File: src/core/base_mem_pkg.sv
package base_mem_pkg;

    // ----------------------------------------------------------------
    // Register map
    // ----------------------------------------------------------------
    localparam int ADDR_W = 8;
    localparam logic [ADDR_W-1:0] BASE_MEMORY_CONTROL_OFFSET = 8'h00;
    localparam logic [ADDR_W-1:0] BASE_MEMORY_STATUS_OFFSET = 8'h04;
    localparam logic [31:0] CTRL_RESET = 32'h0000_0000;
    localparam logic [31:0] CTRL_WRITE_MASK = 32'h0fc0_c0fb;

    // ----------------------------------------------------------------
    // Control field positions
    // ----------------------------------------------------------------
    localparam int TYPE_LSB = 0;
    localparam int ENABLE_BIT = 3;
    localparam int SPLIT_LSB = 4;
    localparam int INTERLEAVE_BIT = 6;
    localparam int PAGE_HOLD_BIT = 7;
    localparam int MASK_LSB = 14;
    localparam int BASE_LSB = 22;

    // ----------------------------------------------------------------
    // Status field positions
    // ----------------------------------------------------------------
    localparam int ST_PAGE_OPEN_BIT = 0;
    localparam int ST_TYPE_INVALID_BIT = 1;
    localparam int ST_SDRAM_CONFLICT_BIT = 2;
    localparam int ST_LAST_HIT_BIT = 3;

    // ----------------------------------------------------------------
    // Encodings
    // ----------------------------------------------------------------
    localparam logic [1:0] MEM_TYPE_EDO = 2'h0;
    localparam logic [1:0] MEM_TYPE_SDRAM = 2'h3;
    localparam logic [1:0] SDRAM_SPLIT_MODE = 2'h3;
    localparam int WORD_ADDR_BIT = 2;
    localparam int PAGE_ADDR_BIT = 28;
    localparam int CMP_LSB = 22;
    localparam logic [1:0] RESP_OKAY = 2'h0;
    localparam logic [1:0] RESP_SLVERR = 2'h2;

endpackage : base_mem_pkg

File: src/core/base_cfg_if.sv
interface base_cfg_if;
    logic [1:0] mem_type;
    logic enable;
    logic [1:0] addr_split_select;
    logic interleave;
    logic page_hold_bit;
    logic [1:0] size_mask;
    logic [5:0] region_base_field;

    modport source (
        output mem_type, enable, addr_split_select, interleave,
        output page_hold_bit, size_mask, region_base_field
    );
    modport sink (
        input mem_type, enable, addr_split_select, interleave,
        input page_hold_bit, size_mask, region_base_field
    );
endinterface : base_cfg_if

File: src/core/region_match.sv
module region_match
    import base_mem_pkg::*;
(
    base_cfg_if.sink cfg,
    input wire logic [31:0] phys_addr_in,
    output logic hit_out
);

    // ----------------------------------------------------------------
    // Base compare
    // ----------------------------------------------------------------
    logic [5:0] cmp_mask;
    logic [5:0] diff;

    // Mask bit 0 drops the matching address bit from the compare
    assign cmp_mask = {4'hf, cfg.size_mask};
    // Bits 27:22 only, so bit 28 aliases
    assign diff = phys_addr_in[CMP_LSB+5:CMP_LSB] ^ cfg.region_base_field;
    assign hit_out = cfg.enable && ((diff & cmp_mask) == 6'h00);

endmodule : region_match

File: src/core/page_keeper.sv
module page_keeper
    import base_mem_pkg::*;
(
    input wire logic mclk_in,
    input wire logic rst_in,
    base_cfg_if.sink cfg,
    input wire logic access_in,
    input wire logic hit_in,
    input wire logic page_bit_in,
    output logic row_strobe_n_out,
    output logic page_open_out
);

    // ----------------------------------------------------------------
    // State
    // ----------------------------------------------------------------
    typedef struct packed {
        logic in_cycle;
        logic keep;
        logic page_open;
        logic row_strobe_n;
    } page_state_t;

    page_state_t st;
    page_state_t next_st;

    // Row strobe low through a hit cycle, then held or released
    always_comb
    begin
        next_st = st;
        if (access_in && hit_in && !st.in_cycle)
        begin
            next_st.in_cycle = 1'b1;
            next_st.keep = cfg.page_hold_bit && page_bit_in;
        end
        else if (st.in_cycle && !access_in)
        begin
            next_st.in_cycle = 1'b0;
            next_st.page_open = st.keep;
        end
        if (!cfg.enable)
        begin
            next_st.page_open = 1'b0;
        end
        next_st.row_strobe_n = !(next_st.in_cycle || next_st.page_open);
    end

    // State register
    always_ff @(posedge mclk_in)
    begin
        if (rst_in)
        begin
            st <= '{in_cycle: 1'b0, keep: 1'b0, page_open: 1'b0, row_strobe_n: 1'b1};
        end
        else
        begin
            st <= next_st;
        end
    end

    assign row_strobe_n_out = st.row_strobe_n;
    assign page_open_out = st.page_open;

endmodule : page_keeper

File: src/core/base_memory_config_decode.sv
// Function
// - Type field: 0 EDO, 3 SDRAM
// - Bit 3 enables base memory range
// - Two-bit address split mode, SDRAM uses 3
// - Interleave: even words bus A, odd B
// - No interleave: first data bus only
// - Page hold set keeps row strobe asserted
// - Page hold clear negates row strobe
// - Address bit 28 low closes page
// - Size mask excludes address bits 23:22
// - Address bit 28 ignored by compare
// - Base field compared with bits 27:22
// - Control register resets to zero
// - Control register at offset zero
module base_memory_config_decode
    import base_mem_pkg::*;
(
    input wire logic mclk_in,
    input wire logic rst_in,
    input wire logic [ADDR_W-1:0] s_axi_awaddr_in,
    input wire logic s_axi_awvalid_in,
    output logic s_axi_awready_out,
    input wire logic [31:0] s_axi_wdata_in,
    input wire logic [3:0] s_axi_wstrb_in,
    input wire logic s_axi_wvalid_in,
    output logic s_axi_wready_out,
    output logic [1:0] s_axi_bresp_out,
    output logic s_axi_bvalid_out,
    input wire logic s_axi_bready_in,
    input wire logic [ADDR_W-1:0] s_axi_araddr_in,
    input wire logic s_axi_arvalid_in,
    output logic s_axi_arready_out,
    output logic [31:0] s_axi_rdata_out,
    output logic [1:0] s_axi_rresp_out,
    output logic s_axi_rvalid_out,
    input wire logic s_axi_rready_in,
    input wire logic access_in,
    input wire logic [31:0] phys_addr_in,
    output logic base_hit_out,
    output logic even_data_bus_out,
    output logic odd_data_bus_out,
    output logic sdram_select_out,
    output logic [1:0] addr_split_select_out,
    output logic row_strobe_n_out
);

    // ----------------------------------------------------------------
    // State
    // ----------------------------------------------------------------
    typedef struct packed {
        logic aw_have;
        logic [ADDR_W-1:0] aw_addr;
        logic w_have;
        logic [31:0] w_data;
        logic [3:0] w_strb;
        logic bvalid;
        logic [1:0] bresp;
        logic rvalid;
        logic [31:0] rdata;
        logic [1:0] rresp;
        logic [31:0] ctrl;
        logic last_hit;
        logic hit;
        logic even_sel;
        logic odd_sel;
        logic sdram;
        logic [1:0] split;
    } top_state_t;

    top_state_t st;
    top_state_t next_st;

    base_cfg_if cfg_bus ();

    logic hit;
    logic page_open;
    logic type_invalid;
    logic sdram_conflict;
    logic [31:0] status_word;
    logic [31:0] merged;
    logic [31:0] lane_word;

    // ----------------------------------------------------------------
    // Configuration fields onto the internal carrier
    // ----------------------------------------------------------------
    // Reserved bits never reach the carrier, so they cannot steer decode
    assign cfg_bus.mem_type = st.ctrl[TYPE_LSB+1:TYPE_LSB];
    assign cfg_bus.enable = st.ctrl[ENABLE_BIT];
    assign cfg_bus.addr_split_select = st.ctrl[SPLIT_LSB+1:SPLIT_LSB];
    assign cfg_bus.interleave = st.ctrl[INTERLEAVE_BIT];
    assign cfg_bus.page_hold_bit = st.ctrl[PAGE_HOLD_BIT];
    assign cfg_bus.size_mask = st.ctrl[MASK_LSB+1:MASK_LSB];
    assign cfg_bus.region_base_field = st.ctrl[BASE_LSB+5:BASE_LSB];

    // ----------------------------------------------------------------
    // Address decode and page control
    // ----------------------------------------------------------------
    // Compare is combinational, so a hit is known in the first access cycle
    // Enable gates the hit, so a disabled range never answers
    region_match u_match (
        .cfg(cfg_bus.sink),
        .phys_addr_in(phys_addr_in),
        .hit_out(hit)
    );

    // Hold bit and address bit 28 are latched when the access starts
    // A cleared enable closes any open page at once
    page_keeper u_page (
        .mclk_in(mclk_in),
        .rst_in(rst_in),
        .cfg(cfg_bus.sink),
        .access_in(access_in),
        .hit_in(hit),
        .page_bit_in(phys_addr_in[PAGE_ADDR_BIT]),
        .row_strobe_n_out(row_strobe_n_out),
        .page_open_out(page_open)
    );

    // ----------------------------------------------------------------
    // Configuration checks for status
    // ----------------------------------------------------------------
    // Encodings 1 and 2 are flagged as invalid
    // The field keeps what was written; the flag is the only effect
    assign type_invalid = (cfg_bus.mem_type != MEM_TYPE_EDO)
        && (cfg_bus.mem_type != MEM_TYPE_SDRAM);

    // SDRAM with interleave, page hold or a split mode other than 3
    // These are software duties, so the block reports rather than blocks
    assign sdram_conflict = (cfg_bus.mem_type == MEM_TYPE_SDRAM)
        && (cfg_bus.interleave || cfg_bus.page_hold_bit
        || (cfg_bus.addr_split_select != SDRAM_SPLIT_MODE));

    // ----------------------------------------------------------------
    // Status register
    // ----------------------------------------------------------------
    // Status word, other bits zero
    // Read-only: a write to it answers OKAY and changes nothing
    always_comb
    begin
        status_word = 32'h0000_0000;
        status_word[ST_PAGE_OPEN_BIT] = page_open;
        status_word[ST_TYPE_INVALID_BIT] = type_invalid;
        status_word[ST_SDRAM_CONFLICT_BIT] = sdram_conflict;
        status_word[ST_LAST_HIT_BIT] = st.last_hit;
    end

    // ----------------------------------------------------------------
    // Control write merge
    // ----------------------------------------------------------------
    // Byte-lane merge of write data into the control word
    for (genvar lane = 0; lane < 4; lane++)
    begin : g_lane
        // A lane without its strobe keeps the stored byte
        assign lane_word[lane*8 +: 8] = st.w_strb[lane]
            ? st.w_data[lane*8 +: 8] : st.ctrl[lane*8 +: 8];
    end

    // Reserved positions never store a one
    assign merged = lane_word & CTRL_WRITE_MASK;

    // ----------------------------------------------------------------
    // Next state
    // ----------------------------------------------------------------
    always_comb
    begin
        next_st = st;

        // Write address and data taken in either order
        // Readies drop once a half is held, so a second one waits its turn
        if (s_axi_awvalid_in && s_axi_awready_out)
        begin
            next_st.aw_have = 1'b1;
            next_st.aw_addr = s_axi_awaddr_in;
        end
        if (s_axi_wvalid_in && s_axi_wready_out)
        begin
            next_st.w_have = 1'b1;
            next_st.w_data = s_axi_wdata_in;
            next_st.w_strb = s_axi_wstrb_in;
        end

        // Both halves held: perform the write and answer
        // An unmapped write answers with an error and stores nothing
        if (st.aw_have && st.w_have && !st.bvalid)
        begin
            next_st.aw_have = 1'b0;
            next_st.w_have = 1'b0;
            next_st.bvalid = 1'b1;
            if (st.aw_addr == BASE_MEMORY_CONTROL_OFFSET)
            begin
                next_st.ctrl = merged;
                next_st.bresp = RESP_OKAY;
            end
            else if (st.aw_addr == BASE_MEMORY_STATUS_OFFSET)
            begin
                next_st.bresp = RESP_OKAY;
            end
            else
            begin
                next_st.bresp = RESP_SLVERR;
            end
        end
        else if (st.bvalid && s_axi_bready_in)
        begin
            next_st.bvalid = 1'b0;
        end

        // ------------------------------------------------------------
        // Read channel
        // ------------------------------------------------------------
        // Read address taken straight into the data register
        // Status is captured at the address edge, not when data is taken
        if (s_axi_arvalid_in && s_axi_arready_out)
        begin
            next_st.rvalid = 1'b1;
            next_st.rresp = RESP_OKAY;
            if (s_axi_araddr_in == BASE_MEMORY_CONTROL_OFFSET)
            begin
                next_st.rdata = st.ctrl & CTRL_WRITE_MASK;
            end
            else if (s_axi_araddr_in == BASE_MEMORY_STATUS_OFFSET)
            begin
                next_st.rdata = status_word;
            end
            else
            begin
                next_st.rdata = 32'h0000_0000;
                next_st.rresp = RESP_SLVERR;
            end
        end
        else if (st.rvalid && s_axi_rready_in)
        begin
            next_st.rvalid = 1'b0;
        end

        // ------------------------------------------------------------
        // Access decode
        // ------------------------------------------------------------
        // Registered decode outputs for each access cycle
        // Last hit only moves on edges where an access is sampled
        next_st.hit = access_in && hit;
        if (access_in)
        begin
            next_st.last_hit = hit;
        end
        // The word bit picks the bus only while interleave is on
        next_st.even_sel = access_in && hit
            && (!cfg_bus.interleave
            || !phys_addr_in[WORD_ADDR_BIT]);
        next_st.odd_sel = access_in && hit && cfg_bus.interleave
            && phys_addr_in[WORD_ADDR_BIT];
        // Configuration outputs trail a control write by one cycle
        next_st.sdram = cfg_bus.mem_type == MEM_TYPE_SDRAM;
        next_st.split = cfg_bus.addr_split_select;
    end

    // ----------------------------------------------------------------
    // State register
    // ----------------------------------------------------------------
    // Reset clears the control word, which also turns the range off
    always_ff @(posedge mclk_in)
    begin
        if (rst_in)
        begin
            st <= '0;
            st.ctrl <= CTRL_RESET;
        end
        else
        begin
            st <= next_st;
        end
    end

    // ----------------------------------------------------------------
    // Outputs
    // ----------------------------------------------------------------
    // Handshake readies held off while a half is pending
    // Write readies also drop while the answer waits: one write at a time
    assign s_axi_awready_out = !st.aw_have && !st.bvalid;
    assign s_axi_wready_out = !st.w_have && !st.bvalid;
    assign s_axi_arready_out = !st.rvalid;
    assign s_axi_bvalid_out = st.bvalid;
    assign s_axi_bresp_out = st.bresp;
    assign s_axi_rvalid_out = st.rvalid;
    assign s_axi_rdata_out = st.rdata;
    assign s_axi_rresp_out = st.rresp;

    // ----------------------------------------------------------------
    // Decode outputs
    // ----------------------------------------------------------------
    // Decode and configuration outputs straight from flip-flops
    assign base_hit_out = st.hit;
    assign even_data_bus_out = st.even_sel;
    assign odd_data_bus_out = st.odd_sel;
    assign sdram_select_out = st.sdram;
    assign addr_split_select_out = st.split;

endmodule : base_memory_config_decode

File: config.mk
export PLATFORM = sky130hd
export DESIGN_NAME = base_memory_config_decode
export DESIGN_NICKNAME = d
export VERILOG_FILES = /design/src/core/base_mem_pkg.sv /design/src/core/base_cfg_if.sv /design/src/core/region_match.sv /design/src/core/page_keeper.sv /design/src/core/base_memory_config_decode.sv
export SDC_FILE = /design/constraint.sdc
export NUM_CORES = 1
export LEC_CHECK = 0
export BUFFER_PORTS_ARGS = -buffer_cell sky130_fd_sc_hd__buf_2
export CAP_MARGIN = 25
export CELL_PAD_IN_SITES_DETAIL_PLACEMENT = 1
export CELL_PAD_IN_SITES_GLOBAL_PLACEMENT = 2
export CORE_ASPECT_RATIO = 1.2
export CORE_UTILIZATION = 27
export CTS_BUF_LIST = sky130_fd_sc_hd__clkbuf_4
export DETAILED_ROUTE_END_ITERATION = 8
export PLACE_DENSITY = 0.87
export RECOVER_POWER = 25
export SETUP_SLACK_MARGIN = 0.15
export SYNTH_ARGS = -nofsm -noshare
export SYNTH_HDL_FRONTEND = slang
export SYNTH_SLANG_ARGS = --single-unit
File: constraint.sdc
create_clock -name mclk_in -period 1.65 [get_ports mclk_in]
set_input_delay 0.0825 -clock mclk_in [delete_from_list [all_inputs] [get_ports mclk_in]]
set_output_delay 0.0825 -clock mclk_in [all_outputs]
set_load 0.005 [all_outputs]
Word level (Yosys, flattened, before mapping)
Cells that the tools add are included.

storage, ports and cells
  register bits after elaboration = 106
  bits of input ports = 92
  output and inout port bits = 48
  logic and storage cells = 89

operators by class
  equal/unequal tests = 5
  muxes and demuxes = 15
  bitwise operators = 2
  reduce and logical (&&, ||, !) cells = 43

operator list
  operator              number
  $mux W28              1
  $logic_and A1 B1 Y1   19
  $eq A8 B3 Y1 const B  2
  $logic_not A8 Y1      2
  $reduce_and A3 Y1     4
  $logic_not A1 Y1      9
  $mux W1               9
  $mux W2               4
  $and A6 B6 Y6         1
  $logic_not A6 Y1      1
  $reduce_bool A2 Y1    3
  $xor A6 B6 Y6         1
  $logic_or A1 B1 Y1    4
  $mux W4               1
  $ne A2 B2 Y1 const B  2
  $eq A2 B2 Y1 const B  1
  $reduce_or A2 Y1      1

Longest topological paths before layout
  depth after elaboration = 10
  gate-level depth with buffers = 6
  mapped depth without buffers = 5

Modules after synthesis
From an unflattened synthesis, not the netlist that was laid out.

unflattened totals
  cells, all modules = 354
  area, all modules = 3,321.9 um^2

modules (own cells, without submodules)
  module                     instances  cells an instance  area each (um^2)  seq. area each (um^2)
  base_memory_config_decode  1          326                3,078.0           1,421.4
  page_keeper                1          16                 156.4             80.1
  region_match               1          12                 87.6              0.0

Worst setup path before layout
OpenSTA, ideal clock, no wires.

  kind = register -> register
  from = register st[118] (netlist bit)
  to = register st (netlist bit cfg_bus.addr_split_select[0])
  library setup time = 0.128 ns
  arrival = 1.224 ns
  path slack = 0.299 ns
  stages on the path, launching flop included = 5
  clock period less this slack = 1.351 ns
  cells stage by stage = dfxtp_1 nor4_4 nand4_2 mux2i_1 nor2_1

on the way
  cells in the longest elaborated chain, start to end = 2

RTL lines
  item                                RTL line                          RTL
  from (decl)                         base_memory_config_decode.sv:70   top_state_t st;
  from (signal assigned)              base_memory_config_decode.sv:270  st <= next_st;
  $logic_not A8 Y1                    base_memory_config_decode.sv:189  if (st.aw_addr == BASE_MEMORY_CONTROL_OFFSET)
  $reduce_and A3 Y1 (no source line)  --

No other way between the ends.
A chain may end at the register's enable or synchronous reset.

Final worst setup path
  from = register st[120] (netlist bit)
  to = register st (netlist bit cfg_bus.region_base_field[3])

The elaborated chain is that of the path after synthesis.

==> flow_metrics.py <==
metrics = {
    "synthesis": {
        "synth_top_flop_cell": "dfxtp_1",
        "ys_seq_area_share_pct": 47.2,
        "synthArstFlopShare_pct": 0,
        "yosysTopAreaCellShare_pct": 47.2,
        "synth_largest_area_cell": "dfxtp_1",
        "netlist_top_cells_area": "dfxtp_1 (47%), nand2_1 (10%), buf_4 (9.0%)",
        "netlist_area_mm2": 0.00318,
        "yosys.cell_count.top_type": "nand2_1",
        "avgSynthCellArea_um2": 8.73,
        "yosys_warnings": 0,
        "synth-seq-cells": 75,
        "syn_inst": 364,
        "synth.distinct_cells": 40,
        "synth_top_cells_by_count": "nand2_1 (88), dfxtp_1 (75), buf_4 (38)",
        "synth_edf_count": 0,
    },
    "sta": {
        "hold_slack_ns": 0.113,
        "period_needed_ns": 1.46,
        "tns_ns": 0,
        "worst_slew_pin_slew_ns": 0.594,
        "layout_setup_ws_ns": 0.195,
        "rsz0062_at_grt": "true",
        "fin_skew_ns": 0.00981,
        "slew_viol_final": 0,
        "setup_viol": 0,
        "fmax_mhz": 687,
        "slew-limit-headroom_pct": 60.4,
        "finalHoldViolCount": 0,
        "fin_crit_sh_pct": 88.2,
    },
    "clock_network": {
        "clk_pin_slew_ns": 0.12,
        "ctsRootBufferMaster": "clkbuf_4",
        "cts_buffer_depth": 2,
        "cts_tree": "done",
        "clock_latency_ns": 0.40,
        "h-tree-depth": 3,
        "cts_made_buffers": 9,
        "clock_sinks": 75,
    },
    "drt": {
        "drt_first_pass_iters": 4,
        "viasPerCell": 4.33,
        "ant_nets": 0,
        "drcViolationCount": 0,
        "wire_per_inst_um": 13.0,
        "first_iter_violations": 75,
        "drt_wl_total_mm": 8.11,
        "vias": 2698,
    },
    "floorplanning": {
        "die_w_um": 101,
        "start_util_pct": 27.6,
        "fp.dieH_um": 121,
        "pin_count": 140,
        "rows": 43,
        "core_area_mm2": 0.0115,
        "dieArea_mm2": 0.0122,
    },
    "global_route": {
        "met3_usage_pct": 3.40,
        "overflow": 0,
        "grtUsageMet2_pct": 25.0,
        "globalRoute.busiestLayer": "met2",
        "grt.met1_usage_pct": 15.7,
        "grt_usage_pct": 13.9,
        "grt_pass1_vias": 2752,
        "grt_max_degree": 54,
        "grt_pass1_wl_mm": 13.0,
        "antenna_found_initial": 0,
    },
    "power_and_ir_drop": {
        "power_frac_comb_pct": 12.0,
        "peakVddDrop_uv": 409,
        "p_int_w": 0.00251,
        "power.density_mw_per_mm2": 837,
        "clock_power_share_pct": 31.5,
        "power_switching_w": 0.000860,
        "p_sw_share_pct": 25.5,
        "p_leak_nw": 1.73,
        "power_frac_seq_pct": 56.5,
    },
    "setup_path": {
        "critical-path-top-delay-family": "simple AND/OR/NAND/NOR gates",
        "path_max_fanout": 5,
        "slowest_delay_ns": 0.42,
        "endpoint_kind": "flip-flop",
        "required_ns": 1.93,
        "critPathLaunchType": "flip-flop",
        "crit_chain": "nor4_4 > nand4_1 > buf_6 > mux2i_1 > nor2_1",
        "path_class": "flip-flop to flip-flop",
        "crit_arrival_ns": 1.74,
        "crit_buf_inv": 1,
        "critPathSlowestCell": "nor4_4",
    },
    "final_layout": {
        "diodes": 0,
        "stdcell_area_mm2": 0.00402,
        "fin_util_pct": 34.9,
        "layout-drive-gt1-share_pct": 25.5,
        "syn_to_final_growth_pct": 26.6,
        "layout.nets": 555,
    },
    "placement": {
        "dpl.hpwl_mm": 5.98,
        "numPortBuffers": 80,
        "gp_congestion": 0.764,
        "placed_area_mm2": 0.00357,
        "dp_slack_ns": 0.183,
    },
    "hold_path": {
        "holdCritPathClass": "input pin to flip-flop",
    },
    "job": {
        "maxCapViolCount": 0,
    },
    "outcome": {
        "status": "completed",
    },
}
==> logic make-up (layout without fill, tap and decap cells) <==
group | after synthesis | count (layout) | synth area share (%)
AOI/OAI and AO/OA | 57 | 57 | 11.1
xor gates and xnor gates | 6 | 6 | 1.65
adders and majority gates | 1 | 1 | 0.393
buffers and inverters | 57 | 142 | 11.6
DFF | 75 | 75 | 47.2
muxes | 19 | 19 | 6.10
other | 1 | 18 | 0.118
and+or+nand+nor | 148 | 148 | 21.9
==> placed cells by master (no fill, tap or decap), types with 4 or more instances in the layout <==
master	synthesis	routed
dlygate4sd3_1	0	33
dfxtp_1	75	74
mux2i_1	16	15
conb_1	1	18
nor2_1	24	24
buf_2	3	71
nand4_1	5	5
a21oi_2	10	10
xor2_1	6	6
nand2_1	88	88
nor2b_1	5	5
a21oi_1	37	37
clkinv_1	0	4
buf_4	38	8
clkbuf_4	0	11
nand2b_1	5	5
clkbuf_1	10	8
nor3_2	3	4
==> routing by layer <==
layer  wire length (um)  vias to the layer above
met4                138                        0
met2               4150                       71
met3                336                       12
li1                   -                     1340
met5                  0                        -
met1               3480                     1275
==> through the flow <==
step / instances / total power [W]
6_report: 623 / 0.00337
5_1_grt: 623 / 0.00355
4_1_cts: 622 / 0.00343
3_5_place_dp: 574 / 0.00229
3_3_place_gp: 574 / 0.00228
2_1_floorplan: 381 / 0.00217
==> worst reg2reg max path, stage by stage (launching register included) <==
cell and delay [ns]:
dfxtp_2 0.35, nor4_4 0.42, nand4_1 0.17, buf_6 0.17
mux2i_1 0.16, nor2_1 0.07
==> registers in the layout (all words and copies together) (netlist names), 2 cells and up <==
register and cells:
s_axi_rdata_out 16, u_page.st 2, cfg_bus.size_mask 2, addr_split_select_out 2, cfg_bus.mem_type 2, cfg_bus.region_base_field 6
cfg_bus.addr_split_select 2, st 30
==> power groups by stage <==
stage / Combinational, W / Clock [W] / Sequential, W
after floorplan: 0.000232 / 0 / 0.00193
final: 0.000404 / 0.00106 / 0.00190
after CTS: 0.000408 / 0.00112 / 0.00190
after global placement: 0.000335 / 0 / 0.00194
after detailed placement: 0.000346 / 0 / 0.00194
after global routing: 0.000451 / 0.00119 / 0.00191
==> worst paths after layout <==
path	slack (ns)	cells past startpoint	startpoint	end
max	0.19	5	st[120]$_SDFFE_PP0P_	cfg_bus.region_base_field[3]$_SDFFE_PP0P_
min	0.11	5	s_axi_araddr_in[2]	s_axi_rdata_out[2]$_SDFFE_PP0P_
max reg2reg	0.19	5	st[120]$_SDFFE_PP0P_	cfg_bus.region_base_field[3]$_SDFFE_PP0P_
min reg2reg	0.46	2	st[108]$_SDFFE_PP0P_	st[108]$_SDFFE_PP0P_
==> timing repair <==
item                                    in CTS  in global routing
setup buffers                                0                  1
hold buffers                                33                  0
endpoints found under the setup margin       0                 14
hold endpoints to repair                    34                  0
resized for setup                            0                  6
==> area by class of cell <==
class	count	area [um^2]
multi-input combinational	249	1380
inverter	3	11.3
clock inverter	5	45.0
sequential	75	1500
tap	157	196
clock buffer	10	75.1
fill	1413	7490
timing repair buffer	124	811
Note: power is estimated with default switching activity, not from simulation.
